--- config.mk ---
export PLATFORM = sky130hd
export DESIGN_NAME = current_loop_parameter_block
export DESIGN_NICKNAME = d
export VERILOG_FILES = /design/src/logic/current_loop_pkg.sv /design/src/logic/current_loop_parameter_block.sv
export VERILOG_INCLUDE_DIRS = /design/src /design/src/logic
export SDC_FILE = /design/constraint.sdc
export NUM_CORES = 2
export LEC_CHECK = 0
export BUFFER_PORTS_ARGS = -buffer_cell sky130_fd_sc_hd__buf_2
export CORE_UTILIZATION = 55
export DETAILED_ROUTE_END_ITERATION = 10
export PLACE_DENSITY_LB_ADDON = 0.12
export SLEW_MARGIN = 10
export SYNTH_ARGS = -nofsm -noshare
export SYNTH_HDL_FRONTEND = slang
export SYNTH_SLANG_ARGS = --single-unit
--- constraint.sdc ---
create_clock -name clk -period 23.4 [get_ports clk]
set_clock_uncertainty 0.15 [all_clocks]
set_input_delay 5.85 -clock clk [delete_from_list [all_inputs] [get_ports clk]]
set_output_delay 5.85 -clock clk [all_outputs]
set_load 0.005 [all_outputs]
--- src/logic/current_loop_defines.svh ---
// Purpose: offsets, field positions, reset values and timing counts
// Assumes: object access by 16-bit index and 8-bit sub-index
// Notes: included by bare name; definitions only
`ifndef CURRENT_LOOP_DEFINES_SVH
`define CURRENT_LOOP_DEFINES_SVH

// object indices
`define IDX_GAIN_RECORD 16'h60f6
`define IDX_TORQUE_OFFSET 16'h60b2
`define IDX_POST_OFFSET 16'h30b3
`define IDX_ACTUAL_CURRENT 16'h6078
`define IDX_FILTER_CUTOFF 16'h3078
`define IDX_LOOP_CALC 16'h3411

// sub-indices of the gain record
`define SUB_COUNT 8'h00
`define SUB_SELECTOR 8'h01
`define SUB_Q_KP 8'h02
`define SUB_Q_KI 8'h03
`define SUB_D_KP 8'h04
`define SUB_D_KI 8'h05
`define GAIN_ENTRIES 8'h05

// reset values
`define RST_SELECTOR 16'h0000
`define RST_GAIN 16'h0000
`define RST_OFFSET 16'h0000
`define RST_CUTOFF 16'h03e8
`define RST_CALC 32'h0000_0000

// signature that starts the gain calculation
`define CALC_SIGNATURE 32'h636c_6163

// timing: clock rate and filter sample rate, both in hertz
`define CLK_HZ 250000000
`define FILT_SAMPLE_HZ 16000
`define FILT_SAMPLE_DIV (`CLK_HZ / `FILT_SAMPLE_HZ)
// filter coefficient per hertz in q16: round(2*pi*65536/sample rate)
`define FILT_COEF_PER_HZ 21'h00001a
`define FILT_COEF_MAX 17'h10000

`endif

--- src/logic/current_loop_pkg.sv ---
// Purpose: shared types of the current-loop parameter block
// Assumes: constants live in current_loop_defines.svh
// Notes: nothing here is imported; use current_loop_pkg::name
package current_loop_pkg;
   // answer given one cycle after an object access
   typedef enum logic [1:0] {
      RESP_NONE = 2'b00,
      RESP_ACK = 2'b01,
      RESP_ERR = 2'b10
   } od_resp_t;
   // signed current in thousandths of rated current
   typedef logic signed [15:0] amp_t;
endpackage

--- src/logic/current_loop_parameter_block.sv ---
// Purpose: current-loop parameter objects, torque offsets, filtered
//          actual current
// Assumes: one object access per cycle; inputs synchronous to clk
// Notes: answers come one cycle after the access
`timescale 1ns/1ps
`include "current_loop_defines.svh"

module current_loop_parameter_block #(
   parameter int unsigned SAMPLE_DIV = `FILT_SAMPLE_DIV
) (
   input wire logic clk,
   input wire logic reset_n,
   input wire logic od_wr,
   input wire logic od_rd,
   input wire logic [15:0] od_index,
   input wire logic [7:0] od_sub,
   input wire logic [31:0] od_wdata,
   output logic [31:0] od_rdata,
   output logic od_ack,
   output logic od_err,
   input wire logic [15:0] motor_inductance,
   input wire logic [15:0] motor_resistance,
   input wire logic drive_enable,
   input wire logic signed [15:0] current_cmd,
   input wire logic signed [15:0] dynamic_amp_limit,
   output logic signed [15:0] motor_current_cmd,
   input wire logic signed [15:0] measured_current,
   output logic signed [15:0] actual_current,
   output logic [15:0] loop_regulator_selector,
   output logic [15:0] q_axis_proportional_gain,
   output logic [15:0] q_axis_integral_gain,
   output logic [15:0] d_axis_proportional_gain,
   output logic [15:0] d_axis_integral_gain
);

   // saturate a 17-bit signed sum to 16 bits
   function automatic logic signed [15:0] sat16(
      input logic signed [16:0] v
   );
      if (v > 17'sh07fff) begin
         sat16 = 16'sh7fff;
      end else if (v < 17'sh18000) begin
         sat16 = 16'sh8000;
      end else begin
         sat16 = v[15:0];
      end
   endfunction

   // ---------------- object registers ----------------
   logic [15:0] gain [1:5]; // record entries by sub-index
   logic signed [15:0] torque_offset; // before limitation
   logic signed [15:0] post_limit_torque_offset; // after limitation
   logic signed [15:0] current_filter_cutoff; // hertz
   logic [31:0] loop_calc; // last value written to the calc object
   logic [15:0] next_gain [1:5];
   logic signed [15:0] next_torque_offset;
   logic signed [15:0] next_post_offset;
   logic signed [15:0] next_cutoff;
   logic [31:0] next_loop_calc;
   current_loop_pkg::od_resp_t next_resp; // answer to register
   logic [31:0] next_rdata;
   logic calc_go; // signature seen on the calc object

   // record entries drive the loop directly
   assign loop_regulator_selector = gain[1];
   assign q_axis_proportional_gain = gain[2];
   assign q_axis_integral_gain = gain[3];
   assign d_axis_proportional_gain = gain[4];
   assign d_axis_integral_gain = gain[5];
   assign calc_go = od_wr && (od_index == `IDX_LOOP_CALC) &&
      (od_wdata == `CALC_SIGNATURE);

   // decode object accesses; a write wins over a read in one cycle
   always_comb begin
      next_gain = gain;
      next_torque_offset = torque_offset;
      next_post_offset = post_limit_torque_offset;
      next_cutoff = current_filter_cutoff;
      next_loop_calc = loop_calc;
      next_rdata = od_rdata;
      next_resp = current_loop_pkg::RESP_NONE;
      if (od_wr) begin
         next_resp = current_loop_pkg::RESP_ACK;
         if (od_index == `IDX_GAIN_RECORD) begin
            // full 16-bit range accepted, low half of the word
            if (od_sub >= `SUB_SELECTOR && od_sub <= `SUB_D_KI) begin
               next_gain[od_sub] = od_wdata[15:0];
            end else begin
               // entry count is read-only, others unmapped
               next_resp = current_loop_pkg::RESP_ERR;
            end
         end else if (od_index == `IDX_TORQUE_OFFSET) begin
            next_torque_offset = od_wdata[15:0];
         end else if (od_index == `IDX_POST_OFFSET) begin
            next_post_offset = od_wdata[15:0];
         end else if (od_index == `IDX_FILTER_CUTOFF) begin
            next_cutoff = od_wdata[15:0];
         end else if (od_index == `IDX_LOOP_CALC) begin
            next_loop_calc = od_wdata;
            if (calc_go) begin
               // proportional from inductance, integral from resistance
               next_gain[2] = motor_inductance;
               next_gain[3] = motor_resistance;
               next_gain[4] = motor_inductance;
               next_gain[5] = motor_resistance;
            end
         end else begin
            // actual current is read-only; the rest is unmapped
            next_resp = current_loop_pkg::RESP_ERR;
         end
      end else if (od_rd) begin
         next_resp = current_loop_pkg::RESP_ACK;
         next_rdata = 32'h0000_0000;
         if (od_index == `IDX_GAIN_RECORD) begin
            if (od_sub == `SUB_COUNT) begin
               next_rdata = {24'h00_0000, `GAIN_ENTRIES};
            end else if (od_sub <= `SUB_D_KI) begin
               next_rdata = {16'h0000, gain[od_sub]};
            end else begin
               next_resp = current_loop_pkg::RESP_ERR;
            end
         end else if (od_index == `IDX_TORQUE_OFFSET) begin
            next_rdata = {{16{torque_offset[15]}}, torque_offset};
         end else if (od_index == `IDX_POST_OFFSET) begin
            next_rdata = {{16{post_limit_torque_offset[15]}},
               post_limit_torque_offset};
         end else if (od_index == `IDX_FILTER_CUTOFF) begin
            next_rdata = {{16{current_filter_cutoff[15]}},
               current_filter_cutoff};
         end else if (od_index == `IDX_ACTUAL_CURRENT) begin
            // signed thousandths of rated current
            next_rdata = {{16{actual_current[15]}},
               actual_current};
         end else if (od_index == `IDX_LOOP_CALC) begin
            next_rdata = loop_calc;
         end else begin
            next_resp = current_loop_pkg::RESP_ERR;
         end
      end
   end

   // register the object state
   always_ff @(posedge clk) begin
      if (!reset_n) begin
         gain[1] <= `RST_SELECTOR;
         gain[2] <= `RST_GAIN;
         gain[3] <= `RST_GAIN;
         gain[4] <= `RST_GAIN;
         gain[5] <= `RST_GAIN;
         torque_offset <= `RST_OFFSET;
         post_limit_torque_offset <= `RST_OFFSET;
         current_filter_cutoff <= `RST_CUTOFF;
         loop_calc <= `RST_CALC;
         od_rdata <= 32'h0000_0000;
         od_ack <= 1'b0;
         od_err <= 1'b0;
      end else begin
         gain <= next_gain;
         torque_offset <= next_torque_offset;
         post_limit_torque_offset <= next_post_offset;
         current_filter_cutoff <= next_cutoff;
         loop_calc <= next_loop_calc;
         od_rdata <= next_rdata;
         // answer flags come straight from flip-flops
         od_ack <= (next_resp == current_loop_pkg::RESP_ACK);
         od_err <= (next_resp == current_loop_pkg::RESP_ERR);
      end
   end

   // ---------------- current command path ----------------
   logic signed [15:0] pre_sum; // command plus first offset
   logic signed [15:0] cmd_d; // bare command, same stage
   logic signed [15:0] next_pre_sum;
   logic signed [15:0] next_cmd_d;
   logic signed [15:0] next_out;
   logic signed [15:0] lim_pos; // dynamic limit, never negative
   logic signed [15:0] limited; // command after the limitation
   logic signed [15:0] limit_in;

   // stage 1 adds the first offset; stage 2 limits, then adds second
   always_comb begin
      lim_pos = dynamic_amp_limit[15] ? 16'sh0000 : dynamic_amp_limit;
      next_cmd_d = current_cmd;
      if (drive_enable) begin
         next_pre_sum = sat16(17'(current_cmd) +
            17'(torque_offset));
      end else begin
         next_pre_sum = current_cmd;
      end
      // a disable in stage 2 drops the offset taken in stage 1
      limit_in = drive_enable ? pre_sum : cmd_d;
      if (limit_in > lim_pos) begin
         limited = lim_pos;
      end else if (limit_in < -lim_pos) begin
         limited = -lim_pos;
      end else begin
         limited = limit_in;
      end
      if (drive_enable) begin
         // added after the clamp, so it can exceed the limit
         next_out = sat16(17'(limited) +
            17'(post_limit_torque_offset));
      end else begin
         next_out = limited;
      end
   end

   // register the command path
   always_ff @(posedge clk) begin
      if (!reset_n) begin
         pre_sum <= 16'sh0000;
         cmd_d <= 16'sh0000;
         motor_current_cmd <= 16'sh0000;
      end else begin
         pre_sum <= next_pre_sum;
         cmd_d <= next_cmd_d;
         motor_current_cmd <= next_out;
      end
   end

   // ---------------- actual current filter ----------------
   logic [15:0] tick_cnt; // sample-rate divider
   logic [15:0] next_tick_cnt;
   logic tick; // one filter update
   logic signed [31:0] filt_acc; // filter state, q16
   logic signed [31:0] next_filt_acc;
   logic [20:0] coef_raw; // cutoff times coefficient per hertz
   logic [16:0] coef; // update gain, q16, at most one
   logic signed [16:0] diff;
   logic signed [34:0] prod;
   logic signed [35:0] sum;

   // first-order low-pass at the divided sample rate
   always_comb begin
      tick = (tick_cnt == 16'(SAMPLE_DIV - 1));
      next_tick_cnt = tick ? 16'h0000 : tick_cnt + 16'h0001;
      // a negative cutoff freezes the filter
      if (current_filter_cutoff[15]) begin
         coef_raw = 21'h000000;
      end else begin
         coef_raw = 21'(21'(current_filter_cutoff[14:0]) *
            `FILT_COEF_PER_HZ);
      end
      coef = (coef_raw > 21'(`FILT_COEF_MAX)) ? `FILT_COEF_MAX :
         coef_raw[16:0];
      // filter output is signed; sign-extend it before the subtraction
      diff = 17'(measured_current) - 17'($signed(filt_acc[31:16]));
      prod = 35'(diff * $signed({1'b0, coef}));
      sum = 36'(filt_acc) + 36'(prod);
      next_filt_acc = tick ? sum[31:0] : filt_acc;
   end

   // register the filter
   always_ff @(posedge clk) begin
      if (!reset_n) begin
         tick_cnt <= 16'h0000;
         filt_acc <= 32'sh0000_0000;
         actual_current <= 16'sh0000;
      end else begin
         tick_cnt <= next_tick_cnt;
         filt_acc <= next_filt_acc;
         actual_current <= next_filt_acc[31:16];
      end
   end
endmodule

**Word level (Yosys, flattened, before mapping)**

Cells that the tools add are included.

- RAM bits: 0
- Logic and storage cells: 122
- Bits of input ports: 141
- Memories kept: 0
- Bits in registers: 290
- Bits in read-only memories: 0
- Output and inout bits: 146
- Bits in latches: 0

- Multiplexer cells: 49
- Bitwise gates (word level): 7
- $mul: 2
- Equality and inequality tests: 14
- Magnitude comparators: 11
- Div/mod/pow operators: 0
- Shifts and indexed selects: 0
- Add/sub/neg operators: 6
- Reductions and logical operators: 15

Operators by type and width:

| kind | count |
|---|---|
| 64-bit two-way mux | 7 |
| 16-bit two-way mux | 14 |
| 32-bit two-way mux | 7 |
| 80-bit bitwise mux | 1 |
| 16-bit by 14-bit == test with 1-bit output (second input constant) | 4 |
| 16-bit binary-select mux with 3-bit select | 1 |
| 16-bit demux with 3-bit select | 1 |
| 16-bit by 15-bit == test with 1-bit output (second input constant) | 3 |
| 16-bit by 16-bit adder with 17-bit output | 2 |
| 17-bit by 16-bit greater-than comparator with 1-bit output (second input constant) | 2 |
| 17-bit by 16-bit less-than comparator with 1-bit output (second input constant) | 2 |
| 32-bit adder | 1 |
| 32-bit by 31-bit == test with 1-bit output (second input constant) | 1 |
| 17-bit by 18-bit multiplier with 32-bit output | 1 |
| 2-bit two-way mux | 15 |
| 21-bit by 17-bit greater-than comparator with 1-bit output (second input constant) | 1 |
| 20-bit two-way mux | 1 |
| 15-bit by 4-bit multiplier with 19-bit output (second input constant) | 1 |
| 17-bit two-way mux | 1 |
| 16-bit by 16-bit subtractor with 17-bit output | 1 |
| 16-bit by 1-bit adder with 16-bit output (second input constant) | 1 |
| 16-bit greater-than comparator | 1 |
| 16-bit less-than comparator | 1 |
| 15-bit negation with 16-bit output | 1 |
| 21 further kinds | 33 |

**Longest topological paths before layout**

- Word-level depth: 10
- Gate-level depth with buffers: 40
- Gate-level depth less buffers: 38

**Least setup slack after synthesis**

OpenSTA, ideal clock, no wires.

- Path kind: input to register
- From: input port measured_current[0]
- To: register actual_current[15]
- Arrival: 13,435 ps
- Required time: 23,144 ps
- Library setup time: 106 ps
- Setup slack: 9,709 ps
- Buffers on the path: 1
- Stages on the path: 31
- Cells stage by stage: inv_1 > ha_1 > inv_1 > fa_1 > a211oi_1 > o21a_1 > o21ai_0 > a21boi_0 > nor2b_1 > o31ai_1 > inv_1 > clkbuf_1 > a21oi_1 > fa_1 > fa_1 > fa_1 > fa_1 > fa_1 > inv_1 > fa_1 > inv_1 > ha_1 > a21o_1 > a21o_1 > a21o_1 > a21o_1 > a21o_1 > a21o_1 > o211ai_1 > nand4_1 > o311ai_0

- Longest elaborated chain between the ends: 4

Ends and longest elaborated chain:

| what | line | source |
|---|---|---|
| from (decl) | current_loop_parameter_block.sv:27 | `input wire logic signed [15:0] measured_current,` |
| 16-bit by 16-bit subtractor with 17-bit output | current_loop_parameter_block.sv:247 | `diff = 17'(measured_current) - 17'($signed(filt_acc[31:16]));` |
| 17-bit by 18-bit multiplier with 32-bit output | current_loop_parameter_block.sv:248 | `prod = 35'(diff * $signed({1'b0, coef}));` |
| 32-bit adder | current_loop_parameter_block.sv:249 | `sum = 36'(filt_acc) + 36'(prod);` |
| 32-bit two-way mux | current_loop_parameter_block.sv:250 | `next_filt_acc = tick ? sum[31:0] : filt_acc;` |
| to (signal assigned) | current_loop_parameter_block.sv:262 | `actual_current <= next_filt_acc[31:16];` |
| to (decl) | current_loop_parameter_block.sv:28 | `output logic signed [15:0] actual_current,` |

No other way between the ends. The select of a mux whose other input is x is not followed.
A chain may end at the register's enable or synchronous reset.

**Worst setup path in the final report**

- From: input port measured_current[0]
- To: register actual_current[14]

Same word-level chain as after synthesis.

==> results.toml <==
[die]
core_mm2 = 0.0501
start_util = 0.557
design.portCount = 287
die_outline_height_um = 227
std_cell_rows = 82
die_width_um = 227
die-area_mm2 = 0.0516

[grt]
antenna_violations_before_repair = 1
first_global_vias = 25500
largest_net_degree_at_the_start_of_global_routing = 107
global_route.overflow_total = 0
grt_pass1_wl_mm = 146
grt_use_total = 0.366

[clock_network]
tritoncts.num_buffers = 30
clock-sinks = 289
cts.hold.buffers_added = 0
post-cts-setup-buffer-count = 0
cts_buffer_depth = 3
clock_tree.htree_level_count = 1
clk_pin_slew_worst_paths_ns = 0.07
cts_tree = "done"
clk_root_buffer_cell = "clkbuf_16"
clk_latency_ns = 0.58
cts.repair.resized = 0

[routing]
drt_first_iter_violations = 2573
wl_mm = 93.6
num_vias = 25800
route.antenna.remaining_nets = 0
drtPass1Iterations = 8
via_per_inst = 5.95
post_route_drc = 0
wl_per_cell_um = 21.6

[critical_path]
endpoint_kind = "flip-flop"
startpoint = "measured_current[0]"
worst_ep_required_time_ns = 23.70
worstPathMaxFanout = 12
reg2reg_to = "actual_current[14]"
start_kind = "primary input"
cp_slowest_cell = "o31ai_1"
worst-r2r-setup-slack_ns = 12.00
critical_path_class = "in -> reg"
crit_path_max_incr_delay_ns = 0.66
start_of_the_worst_register_to_register_path = "current_filter_cutoff[0]"
worst-r2r-cell-count = 34
arrival_ns = 15.04

[yosys]
synth_top_area_frac = 0.207
synth_top_cell_by_area = "dfxtp_1"
synth_fp_nets = 4094
ys_warn_count = 0
synth_top_cells_by_area = "dfxtp_1, fa_1, ha_1"
synth_seq_area_share = 0.207
post-synth-top-count-cell = "inv_1"
ys_seq_elements = 289
synth_async_sr_flop_share = 0
synth.lib_cells_used.distinct = 82
postSynthAreaPerCell_um2 = 8.02
synth_flop_cell = "dfxtp_1"
synth_edf_count = 0
synth.cell_area_mm2 = 0.0279
post_synth_inst_count = 3476
synthTopCellsByCount = "inv_1, nand2_1, nor2_1, dfxtp_1, fa_1"

[layout]
number_of_standard_cells_in_the_layout_taps_in_and_fillers_out = 4338
drive_gt1_frac = 0.129
finish.net_count = 4260
stdcell_area_mm2 = 0.0310
areaGrowthSynthToFinish_pct = 11.2

[timing]
post-route-min-period_ns = 14.74
achievable-frequency_ghz = 0.0678
timing.final.max_slew_violations = 0
setup_viol = 0
timing_hold_violations_final = 0
max_slew.worst_pin.slew_ns = 1.33
timing.max_slew.rel_slack = 0.109
post-route-period-util = 0.630
grt_setup_unrepaired = "no"
timing.setup.tns_ns = 0

[pwr]
p_comb_frac = 0.561
power.share.clock = 0.235
irDropWorstVdd_mv = 0.100
power_density_mw_per_mm2 = 79.9
internal_power_uw = 1430
power_uw = 2480
total_leakage_power_uw = 0.0144
switching_share = 0.421
netsw_uw = 1040
sequentialPowerShare = 0.204

[hold_path]
timing.hold.worst_path_depth = 2
worst_hold_path.endpoint = "filt_acc[10]"
min_delay_src = "filt_acc[10]"
timing.hold.worst.class = "reg -> reg"

[placement]
post_dp_cell_area_mm2 = 0.0298
globalplace.congestion = 1.02
numPortBuffers = 286
dp.final_hpwl_mm = 72.8
numPlacedInstances = 4282

[flow_run]
maxCapViolCount = 0

[outcome]
run_status = "finished clean"
-- logic make-up (layout without fill, tap and decap cells) --
logic type                 count (synthesis)  after routing  synth area share
DFF                                      289            289             0.207
muxes                                     58             58            0.0222
xor gates and xnor gates                  94             94            0.0295
buffers and inverters                    669            858            0.0930
adders and majority gates                488            488             0.287
and+or+nand+nor                         1130           1130             0.185
AOI/OAI and AO/OA                        748            748             0.177
other                                      0              1                 0
-- registers in the layout, indices dropped and copies added (netlist names) --
signal / cells
actual_current: 16
pre_sum: 16
current_filter_cutoff: 16
d_axis_integral_gain: 16
od_rdata: 32
od_ack: 1
filt_acc: 15
tick_cnt: 16
loop_calc: 32
od_err: 1
motor_current_cmd: 16
loop_regulator_selector: 16
q_axis_integral_gain: 16
q_axis_proportional_gain: 16
cmd_d: 16
d_axis_proportional_gain: 16
post_limit_torque_offset: 16
torque_offset: 16
-- layout make-up --
type | instances | area (um2)
inverter | 469 | 1770
clock inverter | 16 | 322
sequential | 289 | 5790
clock buffer | 39 | 876
antenna | 1 | 2.50
tap | 672 | 841
timing repair buffer | 334 | 1790
fill | 4639 | 19100
multi-input combinational | 2518 | 19600
-- cell usage in the layout (no fill, tap or decap), types with 12 or more instances in the layout --
master and count:
nor2_1 307, buf_2 286, o21a_1 21, inv_1 467, dfxtp_1 289, buf_4 48
a22oi_1 79, clkbuf_16 31, a222oi_1 15, nand2b_1 41, nand3_1 59, xor2_1 27
ha_1 222, mux2i_1 28, or3_1 34, a21oi_1 238, a211oi_1 77, a221oi_1 21
a31oi_1 12, nor2b_1 30, xnor2_1 63, and3_1 26, o21ai_0 109, and2_1 33
o22ai_1 21, fa_1 255, o211ai_1 22, a21o_1 33, nand4_1 28, nand2_1 445
nor3_1 52, mux2_2 30
-- through the flow --
step           worst slack, ns   util  hold WS (ns)
3_3_place_gp              8.40  0.595         0.291
2_1_floorplan             9.71      -         0.282
6_report                  8.66  0.619         0.300
3_5_place_dp              8.25  0.595         0.294
4_1_cts                   8.83  0.619         0.303
5_1_grt                   8.08  0.619         0.320
-- worst max-delay path, delay by kind of cell --
family                   cells  cell delay [ns]
adder cells (fa/ha/maj)      9             3.80
AO/OA/AOI/OAI               10             3.58
buffers and inverters        8             1.03
AND/OR/NAND/NOR              4             0.76
-- worst max-delay path by stage --
stage                                    end  depth (start not counted)
after floorplan           actual_current[15]                         31
after global placement    actual_current[14]                         31
after detailed placement  actual_current[14]                         31
after CTS                 actual_current[14]                         31
after global routing      actual_current[14]                         31
final                     actual_current[14]                         31
-- layer usage --
| layer | wire (um) | track usage |
|---|---|---|
| met3 | 6960 | 0.0610 |
| met1 | 37200 | 0.461 |
| met5 | 0 | 0 |
| met2 | 45000 | 0.617 |
| met4 | 4370 | 0.157 |
-- power groups by stage --
stage / Clock, uW / Combinational (uW) / Sequential (uW)
3_5_place_dp: 0 / 1360 / 517
5_1_grt: 602 / 1570 / 507
2_1_floorplan: 0 / 1030 / 516
6_report: 581 / 1390 / 506
4_1_cts: 583 / 1380 / 506
3_3_place_gp: 0 / 1340 / 517
(Power assumes the default switching activity.)
